**src/hw/afs_pkg.sv**
```systemverilog
package afs_pkg;

   // Register byte offsets on the bus
   localparam logic [4:0] OFS_SYNDROME = 5'h00;
   localparam logic [4:0] OFS_FAULT_ADDR = 5'h04;
   localparam logic [4:0] OFS_RET_ADDR = 5'h08;
   localparam logic [4:0] OFS_MACH_STATE = 5'h0c;
   localparam logic [4:0] OFS_CTRL = 5'h10;
   localparam logic [4:0] OFS_IRQ_STATUS = 5'h14;
   localparam logic [4:0] OFS_IRQ_MASK = 5'h18;
   localparam logic [4:0] OFS_FAULT_COUNT = 5'h1c;

   // Reset values
   localparam logic [31:0] RST_WORD = 32'h0000_0000;
   localparam logic [2:0] RST_IRQ = 3'h0;
   localparam logic RST_SPLIT_EN = 1'b0;

   // Control and interrupt bit positions
   localparam int CTRL_SPLIT_EN = 0;
   localparam int IRQ_ALIGN = 0;
   localparam int IRQ_SPLIT = 1;
   localparam int IRQ_PROG_ERR = 2;
   localparam int IRQ_W = 3;

   // Instruction fields, bit 0 of the encoding is the MSB of the word
   localparam int INS_OPCD_HI = 31;
   localparam int INS_OPCD_LO = 26;
   localparam int INS_XO_HI = 10;
   localparam int INS_XO_LO = 1;
   localparam logic [5:0] OPCD_INDEXED = 6'h1f;
   localparam logic [9:0] XO_LWARX = 10'h014;
   localparam logic [9:0] XO_STWCX = 10'h096;
   localparam logic [9:0] XO_ECIWX = 10'h136;
   localparam logic [9:0] XO_ECOWX = 10'h1b6;

   // Syndrome field positions (word bit numbers)
   localparam int SYN_CLR_HI = 31;
   localparam int SYN_CLR_LO = 17;
   localparam int SYN_MODE_HI = 16;
   localparam int SYN_MODE_LO = 15;
   localparam int SYN_UPD = 14;
   localparam int SYN_OP_HI = 13;
   localparam int SYN_OP_LO = 10;
   localparam int SYN_REG_HI = 9;
   localparam int SYN_REG_LO = 5;
   localparam int SYN_BASE_HI = 4;
   localparam int SYN_BASE_LO = 0;

   // Machine state bits copied on entry, all others cleared
   localparam logic [31:0] MSR_KEEP_MASK = 32'h0000_ff73;

   // Bus handshake states
   typedef enum logic {
      AFS_BUS_IDLE = 1'b0,
      AFS_BUS_ACK = 1'b1
   } afs_bus_e;

endpackage

```
**src/hw/afs_core.sv**
```systemverilog
// Summary of operation
// (RULE1) Clear syndrome bits 0 to 14 on fault
// (RULE2) Indexed form: instruction bits 29-30 to 15-16
// (RULE3) Immediate form: syndrome bits 15-16 cleared
// (RULE4) Bit 17 takes instruction bit 25 or 5
// (RULE5) Bits 18-21 take instruction 21-24 or 1-4
// (RULE6) Bits 22-26 take source or target register
// (RULE7) Update forms: bits 27-31 take base register
// (RULE8) Multiple and string: bits 27-31 take base
// (RULE9) May report the equivalent other-form syndrome
// (RULE10) No counterpart: report own syndrome only
// (RULE11) Fault address gets computed effective address
// (RULE12) Handler treats reservation misalignment as error
// (RULE13) Misaligned access faults or is split
// (RULE14) Fault only without higher-priority exception pending
// (RULE15) Saved return address is faulting instruction
// (RULE16) Saved machine state clears and copies fields
// (RULE17) Registers written in the commit cycle
//
// Implementation choices: the Avalon-MM interface to the registers and the placing of the registers.
module afs_core (
   input wire logic clk_sys,
   input wire logic rst,
   input wire logic ls_valid,
   input wire logic ls_misaligned,
   input wire logic ls_splittable,
   input wire logic ls_higher_prio,
   input wire logic [31:0] ls_instr,
   input wire logic [31:0] ls_effective_address,
   input wire logic [31:0] ls_instr_address,
   input wire logic [31:0] machine_state,
   input wire logic [4:0] avs_address,
   input wire logic avs_read,
   input wire logic avs_write,
   input wire logic [31:0] avs_writedata,
   input wire logic [3:0] avs_byteenable,
   output logic [31:0] avs_readdata,
   output logic avs_waitrequest,
   output logic exc_take,
   output logic split_req,
   output logic [31:0] saved_return_address,
   output logic [31:0] saved_machine_state,
   output logic irq
);

   ////////////////////////////////////////////////////////////////////////
   // Instruction decode

   logic [5:0] opcd;
   logic [9:0] xo;
   logic is_indexed;
   logic is_resv_ext;

   // Primary and extended opcode fields
   assign opcd = ls_instr[afs_pkg::INS_OPCD_HI:afs_pkg::INS_OPCD_LO];
   assign xo = ls_instr[afs_pkg::INS_XO_HI:afs_pkg::INS_XO_LO];

   // Register plus register forms share one primary opcode
   assign is_indexed = (opcd == afs_pkg::OPCD_INDEXED);

   // Reservation and external-control accesses
   assign is_resv_ext = is_indexed &&
      ((xo == afs_pkg::XO_LWARX) || (xo == afs_pkg::XO_STWCX) ||
       (xo == afs_pkg::XO_ECIWX) || (xo == afs_pkg::XO_ECOWX));

   ////////////////////////////////////////////////////////////////////////
   // Fault decision

   logic split_en_ff;
   logic may_split;

   // Splitting needs software consent and a splittable access that is not a reservation or external-control access
   assign may_split = split_en_ff && ls_splittable && !is_resv_ext;

   // Take the fault only when nothing outranks it
   always_comb begin
      exc_take = 1'b0;
      split_req = 1'b0;
      if (ls_valid && ls_misaligned && !ls_higher_prio) begin // see RULE14
         if (may_split) begin
            split_req = 1'b1; // see RULE13
         end else begin
            exc_take = 1'b1; // see RULE13
         end
      end
   end

   ////////////////////////////////////////////////////////////////////////
   // Syndrome composition

   logic [31:0] nxt_syndrome;

   // Own encoding is always reported, never the other form's
   always_comb begin
      nxt_syndrome = afs_pkg::RST_WORD; // see RULE9 see RULE10
      nxt_syndrome[afs_pkg::SYN_CLR_HI:afs_pkg::SYN_CLR_LO] = '0; // see RULE1
      if (is_indexed) begin
         nxt_syndrome[afs_pkg::SYN_MODE_HI:afs_pkg::SYN_MODE_LO] = ls_instr[2:1]; // see RULE2
         nxt_syndrome[afs_pkg::SYN_UPD] = ls_instr[6]; // see RULE4
         nxt_syndrome[afs_pkg::SYN_OP_HI:afs_pkg::SYN_OP_LO] = ls_instr[10:7]; // see RULE5
      end else begin
         nxt_syndrome[afs_pkg::SYN_MODE_HI:afs_pkg::SYN_MODE_LO] = 2'h0; // see RULE3
         nxt_syndrome[afs_pkg::SYN_UPD] = ls_instr[26]; // see RULE4
         nxt_syndrome[afs_pkg::SYN_OP_HI:afs_pkg::SYN_OP_LO] = ls_instr[30:27]; // see RULE5
      end
      // Source or target register, meaningless for block zero
      nxt_syndrome[afs_pkg::SYN_REG_HI:afs_pkg::SYN_REG_LO] = ls_instr[25:21]; // see RULE6
      // Base register serves update, multiple and string forms alike
      nxt_syndrome[afs_pkg::SYN_BASE_HI:afs_pkg::SYN_BASE_LO] = ls_instr[20:16]; // see RULE7 see RULE8
   end

   ////////////////////////////////////////////////////////////////////////
   // Bus handshake

   afs_pkg::afs_bus_e bus_state_ff;
   afs_pkg::afs_bus_e nxt_bus_state;
   logic bus_req;
   logic wr_fire;
   logic rd_launch;

   // Any read or write is a request
   assign bus_req = avs_read || avs_write;

   // Every access gets exactly one wait state
   always_comb begin
      nxt_bus_state = bus_state_ff;
      case (bus_state_ff)
         afs_pkg::AFS_BUS_IDLE: begin
            if (bus_req) begin
               nxt_bus_state = afs_pkg::AFS_BUS_ACK;
            end
         end
         afs_pkg::AFS_BUS_ACK: begin
            nxt_bus_state = afs_pkg::AFS_BUS_IDLE;
         end
      endcase
   end

   // Handshake state register
   always_ff @(posedge clk_sys or posedge rst) begin
      if (rst) begin
         bus_state_ff <= afs_pkg::AFS_BUS_IDLE;
      end else begin
         bus_state_ff <= nxt_bus_state;
      end
   end

   // Waitrequest drops only in the answer cycle
   assign avs_waitrequest = (bus_state_ff != afs_pkg::AFS_BUS_ACK);

   // Writes land at the end of the answer cycle, reads are fetched at its start
   assign wr_fire = (bus_state_ff == afs_pkg::AFS_BUS_ACK) && avs_write;
   assign rd_launch = (bus_state_ff == afs_pkg::AFS_BUS_IDLE) && avs_read;

   ////////////////////////////////////////////////////////////////////////
   // Register decode

   logic sel_syn;
   logic sel_far;
   logic sel_ret;
   logic sel_msr;
   logic sel_ctrl;
   logic sel_stat;
   logic sel_mask;
   logic sel_cnt;

   // One select per register offset
   always_comb begin
      sel_syn = 1'b0;
      sel_far = 1'b0;
      sel_ret = 1'b0;
      sel_msr = 1'b0;
      sel_ctrl = 1'b0;
      sel_stat = 1'b0;
      sel_mask = 1'b0;
      sel_cnt = 1'b0;
      if (avs_address == afs_pkg::OFS_SYNDROME) begin
         sel_syn = 1'b1;
      end else if (avs_address == afs_pkg::OFS_FAULT_ADDR) begin
         sel_far = 1'b1;
      end else if (avs_address == afs_pkg::OFS_RET_ADDR) begin
         sel_ret = 1'b1;
      end else if (avs_address == afs_pkg::OFS_MACH_STATE) begin
         sel_msr = 1'b1;
      end else if (avs_address == afs_pkg::OFS_CTRL) begin
         sel_ctrl = 1'b1;
      end else if (avs_address == afs_pkg::OFS_IRQ_STATUS) begin
         sel_stat = 1'b1;
      end else if (avs_address == afs_pkg::OFS_IRQ_MASK) begin
         sel_mask = 1'b1;
      end else if (avs_address == afs_pkg::OFS_FAULT_COUNT) begin
         sel_cnt = 1'b1;
      end
   end

   // Merge write data into a word under the byte enables
   function automatic logic [31:0] afs_merge(input logic [31:0] old_word, input logic [31:0] new_word,
      input logic [3:0] be);
      logic [31:0] res;
      res = old_word;
      for (int b = 0; b < 4; b++) begin
         if (be[b]) begin
            res[8*b +: 8] = new_word[8*b +: 8];
         end
      end
      return res;
   endfunction

   ////////////////////////////////////////////////////////////////////////
   // Fault capture registers

   logic [31:0] syndrome_ff;
   logic [31:0] fault_addr_ff;
   logic [31:0] ret_addr_ff;
   logic [31:0] mach_state_ff;

   // Syndrome is filled in the commit cycle, a fault outranks a software write
   always_ff @(posedge clk_sys or posedge rst) begin
      if (rst) begin
         syndrome_ff <= afs_pkg::RST_WORD;
      end else if (exc_take) begin
         syndrome_ff <= nxt_syndrome; // see RULE17
      end else if (wr_fire && sel_syn) begin
         syndrome_ff <= afs_merge(syndrome_ff, avs_writedata, avs_byteenable);
      end
   end

   // Fault address takes the computed effective address
   always_ff @(posedge clk_sys or posedge rst) begin
      if (rst) begin
         fault_addr_ff <= afs_pkg::RST_WORD;
      end else if (exc_take) begin
         fault_addr_ff <= ls_effective_address; // see RULE11 see RULE17
      end else if (wr_fire && sel_far) begin
         fault_addr_ff <= afs_merge(fault_addr_ff, avs_writedata, avs_byteenable);
      end
   end

   // Return address points at the faulting instruction itself
   always_ff @(posedge clk_sys or posedge rst) begin
      if (rst) begin
         ret_addr_ff <= afs_pkg::RST_WORD;
      end else if (exc_take) begin
         ret_addr_ff <= ls_instr_address; // see RULE15
      end else if (wr_fire && sel_ret) begin
         ret_addr_ff <= afs_merge(ret_addr_ff, avs_writedata, avs_byteenable);
      end
   end

   // Machine state keeps the copied fields and clears the rest
   always_ff @(posedge clk_sys or posedge rst) begin
      if (rst) begin
         mach_state_ff <= afs_pkg::RST_WORD;
      end else if (exc_take) begin
         mach_state_ff <= machine_state & afs_pkg::MSR_KEEP_MASK; // see RULE16
      end else if (wr_fire && sel_msr) begin
         mach_state_ff <= afs_merge(mach_state_ff, avs_writedata, avs_byteenable);
      end
   end

   // Saved state outputs come straight from their registers
   assign saved_return_address = ret_addr_ff;
   assign saved_machine_state = mach_state_ff;

   ////////////////////////////////////////////////////////////////////////
   // Control and interrupts

   logic [afs_pkg::IRQ_W-1:0] irq_status_ff;
   logic [afs_pkg::IRQ_W-1:0] irq_mask_ff;
   logic [afs_pkg::IRQ_W-1:0] irq_set;
   logic [afs_pkg::IRQ_W-1:0] irq_clr;
   logic [31:0] fault_count_ff;

   // Software consent for splitting misaligned accesses
   always_ff @(posedge clk_sys or posedge rst) begin
      if (rst) begin
         split_en_ff <= afs_pkg::RST_SPLIT_EN;
      end else if (wr_fire && sel_ctrl && avs_byteenable[0]) begin
         split_en_ff <= avs_writedata[afs_pkg::CTRL_SPLIT_EN];
      end
   end

   // Events that raise a status bit
   always_comb begin
      irq_set = '0;
      irq_set[afs_pkg::IRQ_ALIGN] = exc_take;
      irq_set[afs_pkg::IRQ_SPLIT] = split_req;
      irq_set[afs_pkg::IRQ_PROG_ERR] = exc_take && is_resv_ext;
   end

   // Write one to clear
   always_comb begin
      irq_clr = '0;
      if (wr_fire && sel_stat && avs_byteenable[0]) begin
         irq_clr = avs_writedata[afs_pkg::IRQ_W-1:0];
      end
   end

   // Sticky status, a new event wins over a clear in the same cycle
   always_ff @(posedge clk_sys or posedge rst) begin
      if (rst) begin
         irq_status_ff <= afs_pkg::RST_IRQ;
      end else begin
         irq_status_ff <= (irq_status_ff & ~irq_clr) | irq_set;
      end
   end

   // Interrupt mask, same layout as the status
   always_ff @(posedge clk_sys or posedge rst) begin
      if (rst) begin
         irq_mask_ff <= afs_pkg::RST_IRQ;
      end else if (wr_fire && sel_mask && avs_byteenable[0]) begin
         irq_mask_ff <= avs_writedata[afs_pkg::IRQ_W-1:0];
      end
   end

   // Level interrupt while any unmasked status bit is set
   assign irq = |(irq_status_ff & irq_mask_ff);

   // Count of faults actually taken
   always_ff @(posedge clk_sys or posedge rst) begin
      if (rst) begin
         fault_count_ff <= afs_pkg::RST_WORD;
      end else if (exc_take) begin
         fault_count_ff <= fault_count_ff + 32'h1;
      end
   end

   ////////////////////////////////////////////////////////////////////////
   // Read path

   logic [31:0] readdata_ff;
   logic [31:0] nxt_readdata;

   // Read multiplexer, unused bits read as zero
   always_comb begin
      nxt_readdata = afs_pkg::RST_WORD;
      if (sel_syn) begin
         nxt_readdata = syndrome_ff;
      end else if (sel_far) begin
         nxt_readdata = fault_addr_ff;
      end else if (sel_ret) begin
         nxt_readdata = ret_addr_ff;
      end else if (sel_msr) begin
         nxt_readdata = mach_state_ff;
      end else if (sel_ctrl) begin
         nxt_readdata[afs_pkg::CTRL_SPLIT_EN] = split_en_ff;
      end else if (sel_stat) begin
         nxt_readdata[afs_pkg::IRQ_W-1:0] = irq_status_ff;
      end else if (sel_mask) begin
         nxt_readdata[afs_pkg::IRQ_W-1:0] = irq_mask_ff;
      end else if (sel_cnt) begin
         nxt_readdata = fault_count_ff;
      end
   end

   // Read data is latched as the answer cycle begins and stands through it
   always_ff @(posedge clk_sys or posedge rst) begin
      if (rst) begin
         readdata_ff <= afs_pkg::RST_WORD;
      end else if (rd_launch) begin
         readdata_ff <= nxt_readdata;
      end
   end

   // Read data output
   assign avs_readdata = readdata_ff;
endmodule

```
**config.mk**
```make
export PLATFORM = sky130hd
export DESIGN_NAME = afs_core
export DESIGN_NICKNAME = d
export VERILOG_FILES = /design/src/hw/afs_pkg.sv /design/src/hw/afs_core.sv
export SDC_FILE = /design/constraint.sdc
export NUM_CORES = 1
export LEC_CHECK = 0
export ABC_AREA = 1
export BUFFER_PORTS_ARGS = -buffer_cell sky130_fd_sc_hd__buf_2
export CAP_MARGIN = 10
export CORE_MARGIN = 5
export CORE_UTILIZATION = 43
export DETAILED_ROUTE_END_ITERATION = 7
export PLACE_DENSITY = 0.66
export SYNTH_ARGS = -nofsm -noshare
export SYNTH_HDL_FRONTEND = slang
export SYNTH_SLANG_ARGS = --single-unit
```
**constraint.sdc**
```tcl
create_clock -name clk_sys -period 22.6 [get_ports clk_sys]
set_input_delay 6.78 -clock clk_sys [delete_from_list [all_inputs] [get_ports clk_sys]]
set_output_delay 6.78 -clock clk_sys [all_outputs]
set_load 0.005 [all_outputs]
```
# [Yosys cells after proc, flatten, opt, wreduce, memory -nomap -nowiden]
# Index checks and enable logic that the tools add are counted.
[totals] register_bits=200 latch_bits=0 mem_bits_rw=0 rom_bits=0 inputBits=177 out_inout_bits=100 elab_cells=157 memories=0
[classes] add_sub_neg=1 multipliers=0 n_div=0 order_cmp=0 eq_ne=12 shift=0 mux=67 n_bitwise=5 reduce_logical=50
[ops] cell="2-to-1 mux 32 bit" count=13
[ops] cell="2-to-1 mux 29 bit" count=2
[ops] cell="2-to-1 mux 1 bit" count=42
[ops] cell="adder 32 x 1 -> 32 bit (second input constant)" count=1
[ops] cell="2-to-1 mux 8 bit" count=4
[ops] cell="AND reduction 2 bit" count=16
[ops] cell="2-to-1 mux 31 bit" count=1
[ops] cell="== test 10 x 9 -> 1 bit (second input constant)" count=2
[ops] cell="== test 5 bit (second input constant)" count=4
[ops] cell="logical AND 1 bit" count=18
[ops] cell="nonzero test 2 bit" count=8
[ops] cell="== test 10 x 5 -> 1 bit (second input constant)" count=1
[ops] cell="== test 10 x 8 -> 1 bit (second input constant)" count=1
[ops] cell="== test 5 x 4 -> 1 bit (second input constant)" count=2
[ops] cell="2-to-1 mux 3 bit" count=3
[ops] cell="2-to-1 mux 7 bit" count=1
[ops] cell="AND 3 bit" count=2
[ops] cell="== test 6 x 5 -> 1 bit (second input constant)" count=1
[ops] cell="== test 5 x 3 -> 1 bit (second input constant)" count=1
[ops] cell="zero test 5 bit" count=1
[ops] cell="logical OR 1 bit" count=4
[ops] cell="NOT 3 bit" count=1
[ops] cell="OR 3 bit" count=1
[ops] cell="OR reduction 3 bit" count=1
[ops] cell="3 further kinds" count=4

# [Longest topological paths before layout]
[depth] word_depth=17 mapped_depth=13 ltp_nobuf=11

# [Least setup slack after synthesis]
# No wires, ideal clock.
[synth_path] path_kind="input to output" startpoint="in ls_instr[26]" endpoint="out exc_take" t_arrival_ns=7.737 path_slack_ns=8.083 path_stages=9 n_path_buf=1 path_cell_list="nand2_1 -> nor2_4 -> nand2_2 -> nor2_1 -> nand2_1 -> nand2_2 -> nand2_2 -> clkinv_1 -> buf_2"
[synth_via] elab_chain_len=6
[synth_lines] element="from (decl)" line_no="afs_core.sv:28" source="input wire logic [31:0] ls_instr,"
[synth_lines] element="== test 6 x 5 -> 1 bit" line_no="afs_core.sv:59" source="assign is_indexed = (opcd == afs_pkg::OPCD_INDEXED);"
[synth_lines] element="logical AND 1 bit" line_no="afs_core.sv:62" source="assign is_resv_ext = is_indexed &&"
[synth_lines] element="zero test 1 bit" line_no="afs_core.sv:73" source="assign may_split = split_en_ff && ls_splittable && !is_resv_ext;"
[synth_lines] element="logical AND 1 bit" line_no="afs_core.sv:73"
[synth_lines] element="2-to-1 mux 1 bit" line_no="afs_core.sv:80" source="if (may_split) begin"
[synth_lines] element="2-to-1 mux 1 bit" line_no="afs_core.sv:79" source="if (ls_valid && ls_misaligned && !ls_higher_prio) begin"
[synth_lines] element="to (decl)" line_no="afs_core.sv:39" source="output logic exc_take,"
# Every way passes these cells.

# [Worst setup path after layout]
# Same ends and word-level chain as after synthesis.

==> impl_results.md <==
* Area growth syn-to-layout at 16.6%
* Via density at between 5 and 6
* #FFs+latches synth at 200
* Setup TNS at 0 ns
* Total GRT Usage at 27.0%
* Average wire per standard cell at 19.4 um
* CTS buffer count at 17
* Synth Area in Simple Gates at 33.4%
* Syn_nets at 1816
* Largest area contributor in the netlist: dfrtp_1
* CP Max Fanout at 92
* CTS Hold Bufs at 0
* Leak at roughly 0.0071 uW
* Core region area at 26900 um^2
* Post_cts resized at 0
* IO buf count at 251
* Post-DP Area at 13000 um^2
* Clock Path Buffers at 2
* Share of cells above drive strength 1 at 18.0%
* Detailed-route wire length at approximately 42000 um
* Hold_sp: avs_readdata[8]
* Slew Viols, Final at 0
* Num rows at 60
* Peak Freq at about 64 MHz
* Worst r2r src: split_en_ff
* Post-synthesis sequential area ratio at 42.8%
* Final Hold Viols at 0
* Max-Cap Viols at 0
* Syn Inst Count at 1638
* Final Critical Period at 15.74 ns
* Initial DRT Pass Iterations at 6
* Mapped Avg Cell Area at 7.14 um^2
* Clock transition at path regs at 0.07 ns
* Main combinational cell family by area after synthesis: simple AND/OR/NAND/NOR gates
* Outcome: complete, no violations
* Critical Path RT at 15.82 ns
* Initial Util at between 40 and 50%
* Crit end category: output port
* Async S/R FF share, synth at 100%
* Initial antenna violation count at 3
* # clock sinks at 200
* Worst R2R End: saved_machine_state[14]
* Worst vdd ir at 0.0439 mV
* Critical path endpoint: exc_take
* Tightest hold margin at around 0.48 ns
* Post-detail-place hpwl at about 29000 um
* Pwr per Cell Area at 66.8 nW/um^2
* Remaining Overflow, GRT at 0
* Crit path launch: ls_instr[26]
* Clock Latency Late Sink at 0.45 ns
* Worst min-delay path class: flip-flop to flip-flop
* Yosys warns at 0
* Cell area after synthesis at approximately 12000 um^2
* Root buffer cell: clkbuf_16
* Kind of critical path: input port to output port
* DRC Markers at 0
* Die H at 175 um
* Netlist cell types at 28
* Inst Count DP at 2143
* Via count at 12100
* Antenna viol nets, final at 0
* Post-synthesis compound-gate area fraction at 14.7%
* Share of the synthesized area in the top cell type at a little over two fifths
* First-pass GRT wire length at 65500 um
* Top FF cell, synth: dfrtp_1
* Reg2Reg Depth at 8
* Final period util at 69.7%
* Post-CTS Setup Repair Bufs at 0
* Rel. slew slack at 35.7%
* Fin nets at 2000
* Critical Path AT at between 8 and 9 ns
* Vias in the first global route at around 12000
* Post-Synth XOR/XNOR Area at approximately 1.5%
* CTS H-Tree Depth at 4
* Worst Max-Slew Pin Slew at 0.965 ns
* Die width at about 170 um
* Unrepaired setup endpoints after global routing: no
* Worst setup SP type: input port
* Pin count of the biggest net entering global routing at between 100 and 150
* Worst Skew at ~0.013 ns
* Cell area after layout at 13600 um^2
* Routability-driven placement congestion ratio at 0.962
* Fraction of the mapped netlist area in adder cells at 0.107%
* Internal reg-to-reg setup slack at 19.87 ns
* Final setup violation count at 0
* Fin cells at 2179
* Ranking of synthesized cells by area: dfrtp_1 43%, nand2_1 21%, o211ai_1 9.2%
* Mux cell area share after synthesis at 0%
* Die area at 30600 um^2
* Initial DRC count at 1216
* Post-synth EDFFs at 0
* IO Count at 277
* CTS tree: done
==> stage by stage <==
stage          total power, uW  utilization [%]  setup slack [ns]
2_1_floorplan              542                -              8.08
3_3_place_gp               616             48.5              6.30
3_5_place_dp               621             48.5              6.28
4_1_cts                    915             50.6              6.28
5_1_grt                    955             50.7              6.69
6_report                   911             50.7              6.86
==> worst min-delay path by stage <==
stage / slack (ns) / cells after the start / endpoint
after floorplan: 0.47 / 2 / fault_count_ff[30]
final: 0.48 / 2 / avs_readdata[8]
after CTS: 0.48 / 2 / avs_readdata[23]
after detailed placement: 0.46 / 2 / avs_readdata[29]
after global placement: 0.46 / 2 / avs_readdata[2]
after global routing: 0.50 / 2 / avs_readdata[14]
==> final cells by class <==
class | instances | area (um^2)
Clock buffer | 19 | 443
Timing Repair Buffer | 272 | 1430
Sequential cell | 200 | 5000
Tap cell | 341 | 427
Inverter | 94 | 360
Fill cell | 2680 | 13200
Multi-Input combinational cell | 1237 | 5850
Antenna cell | 3 | 7.51
Clock inverter | 13 | 110
==> per-layer routing <==
layer  track usage, %  part of all wire [%]  vias to the layer above
met1             38.6                    44                     5702
met5                0                     0                        -
met4             8.09                   2.4                        0
met3             6.79                   8.6                       67
li1                 -                     -                     5784
met2             40.6                    45                      548
==> Yosys cell counts (5+ instances only) <==
master	count
nand2_1	645
dfrtp_1	200
o211ai_1	144
nor2_1	133
nand3_1	123
o21ai_0	88
inv_1	85
clkbuf_1	68
nand4_1	45
buf_2	21
xor2_1	19
buf_6	12
o21ai_2	9
nor3_1	8
clkinv_1	6
o211ai_2	5
o21ai_1	5
==> report_power, final <==
group / internal (uW) / switching, uW
registers: 403 / 41.1
logic: 66.5 / 106
clock network: 147 / 148
==> flip-flops by register name (all words and copies together), names as in the netlist <==
register / count
irq_status_ff: 3
bus_state_ff: 1
avs_readdata: 32
saved_return_address: 32
irq_mask_ff: 3
saved_machine_state: 32
fault_count_ff: 32
split_en_ff: 1
fault_addr_ff: 32
syndrome_ff: 32
==> cells in the final DEF (no fill, tap or decap), drive strengths merged, types with 8 or more instances in the layout <==
master	n
nand3	123
clkinv	13
xor2	19
o211ai	149
nand4	45
o21ai	102
nor3	8
inv	93
nor2	136
buf	272
nand2	648
clkbuf	19
dfrtp	200
==> kinds of logic after synthesis <==
family / count (synthesis)
compound gates: 255
xor+xnor: 20
fa+ha+maj: 1
buf+inv: 201
flops: 200
simple gates: 961
==> worst max-delay path: stages <==
cell and delay [ns]:
buf_2 0.11, nand2_1 0.10, nor2_4 0.05, nand2_2 0.12, nor2_1 0.07, nand2_1 0.23, nand2_4 0.12, nand2_8 0.39
clkinv_1 0.48, buf_16 0.30, buf_2 0.16
Power figures use the tool's default switching activity.
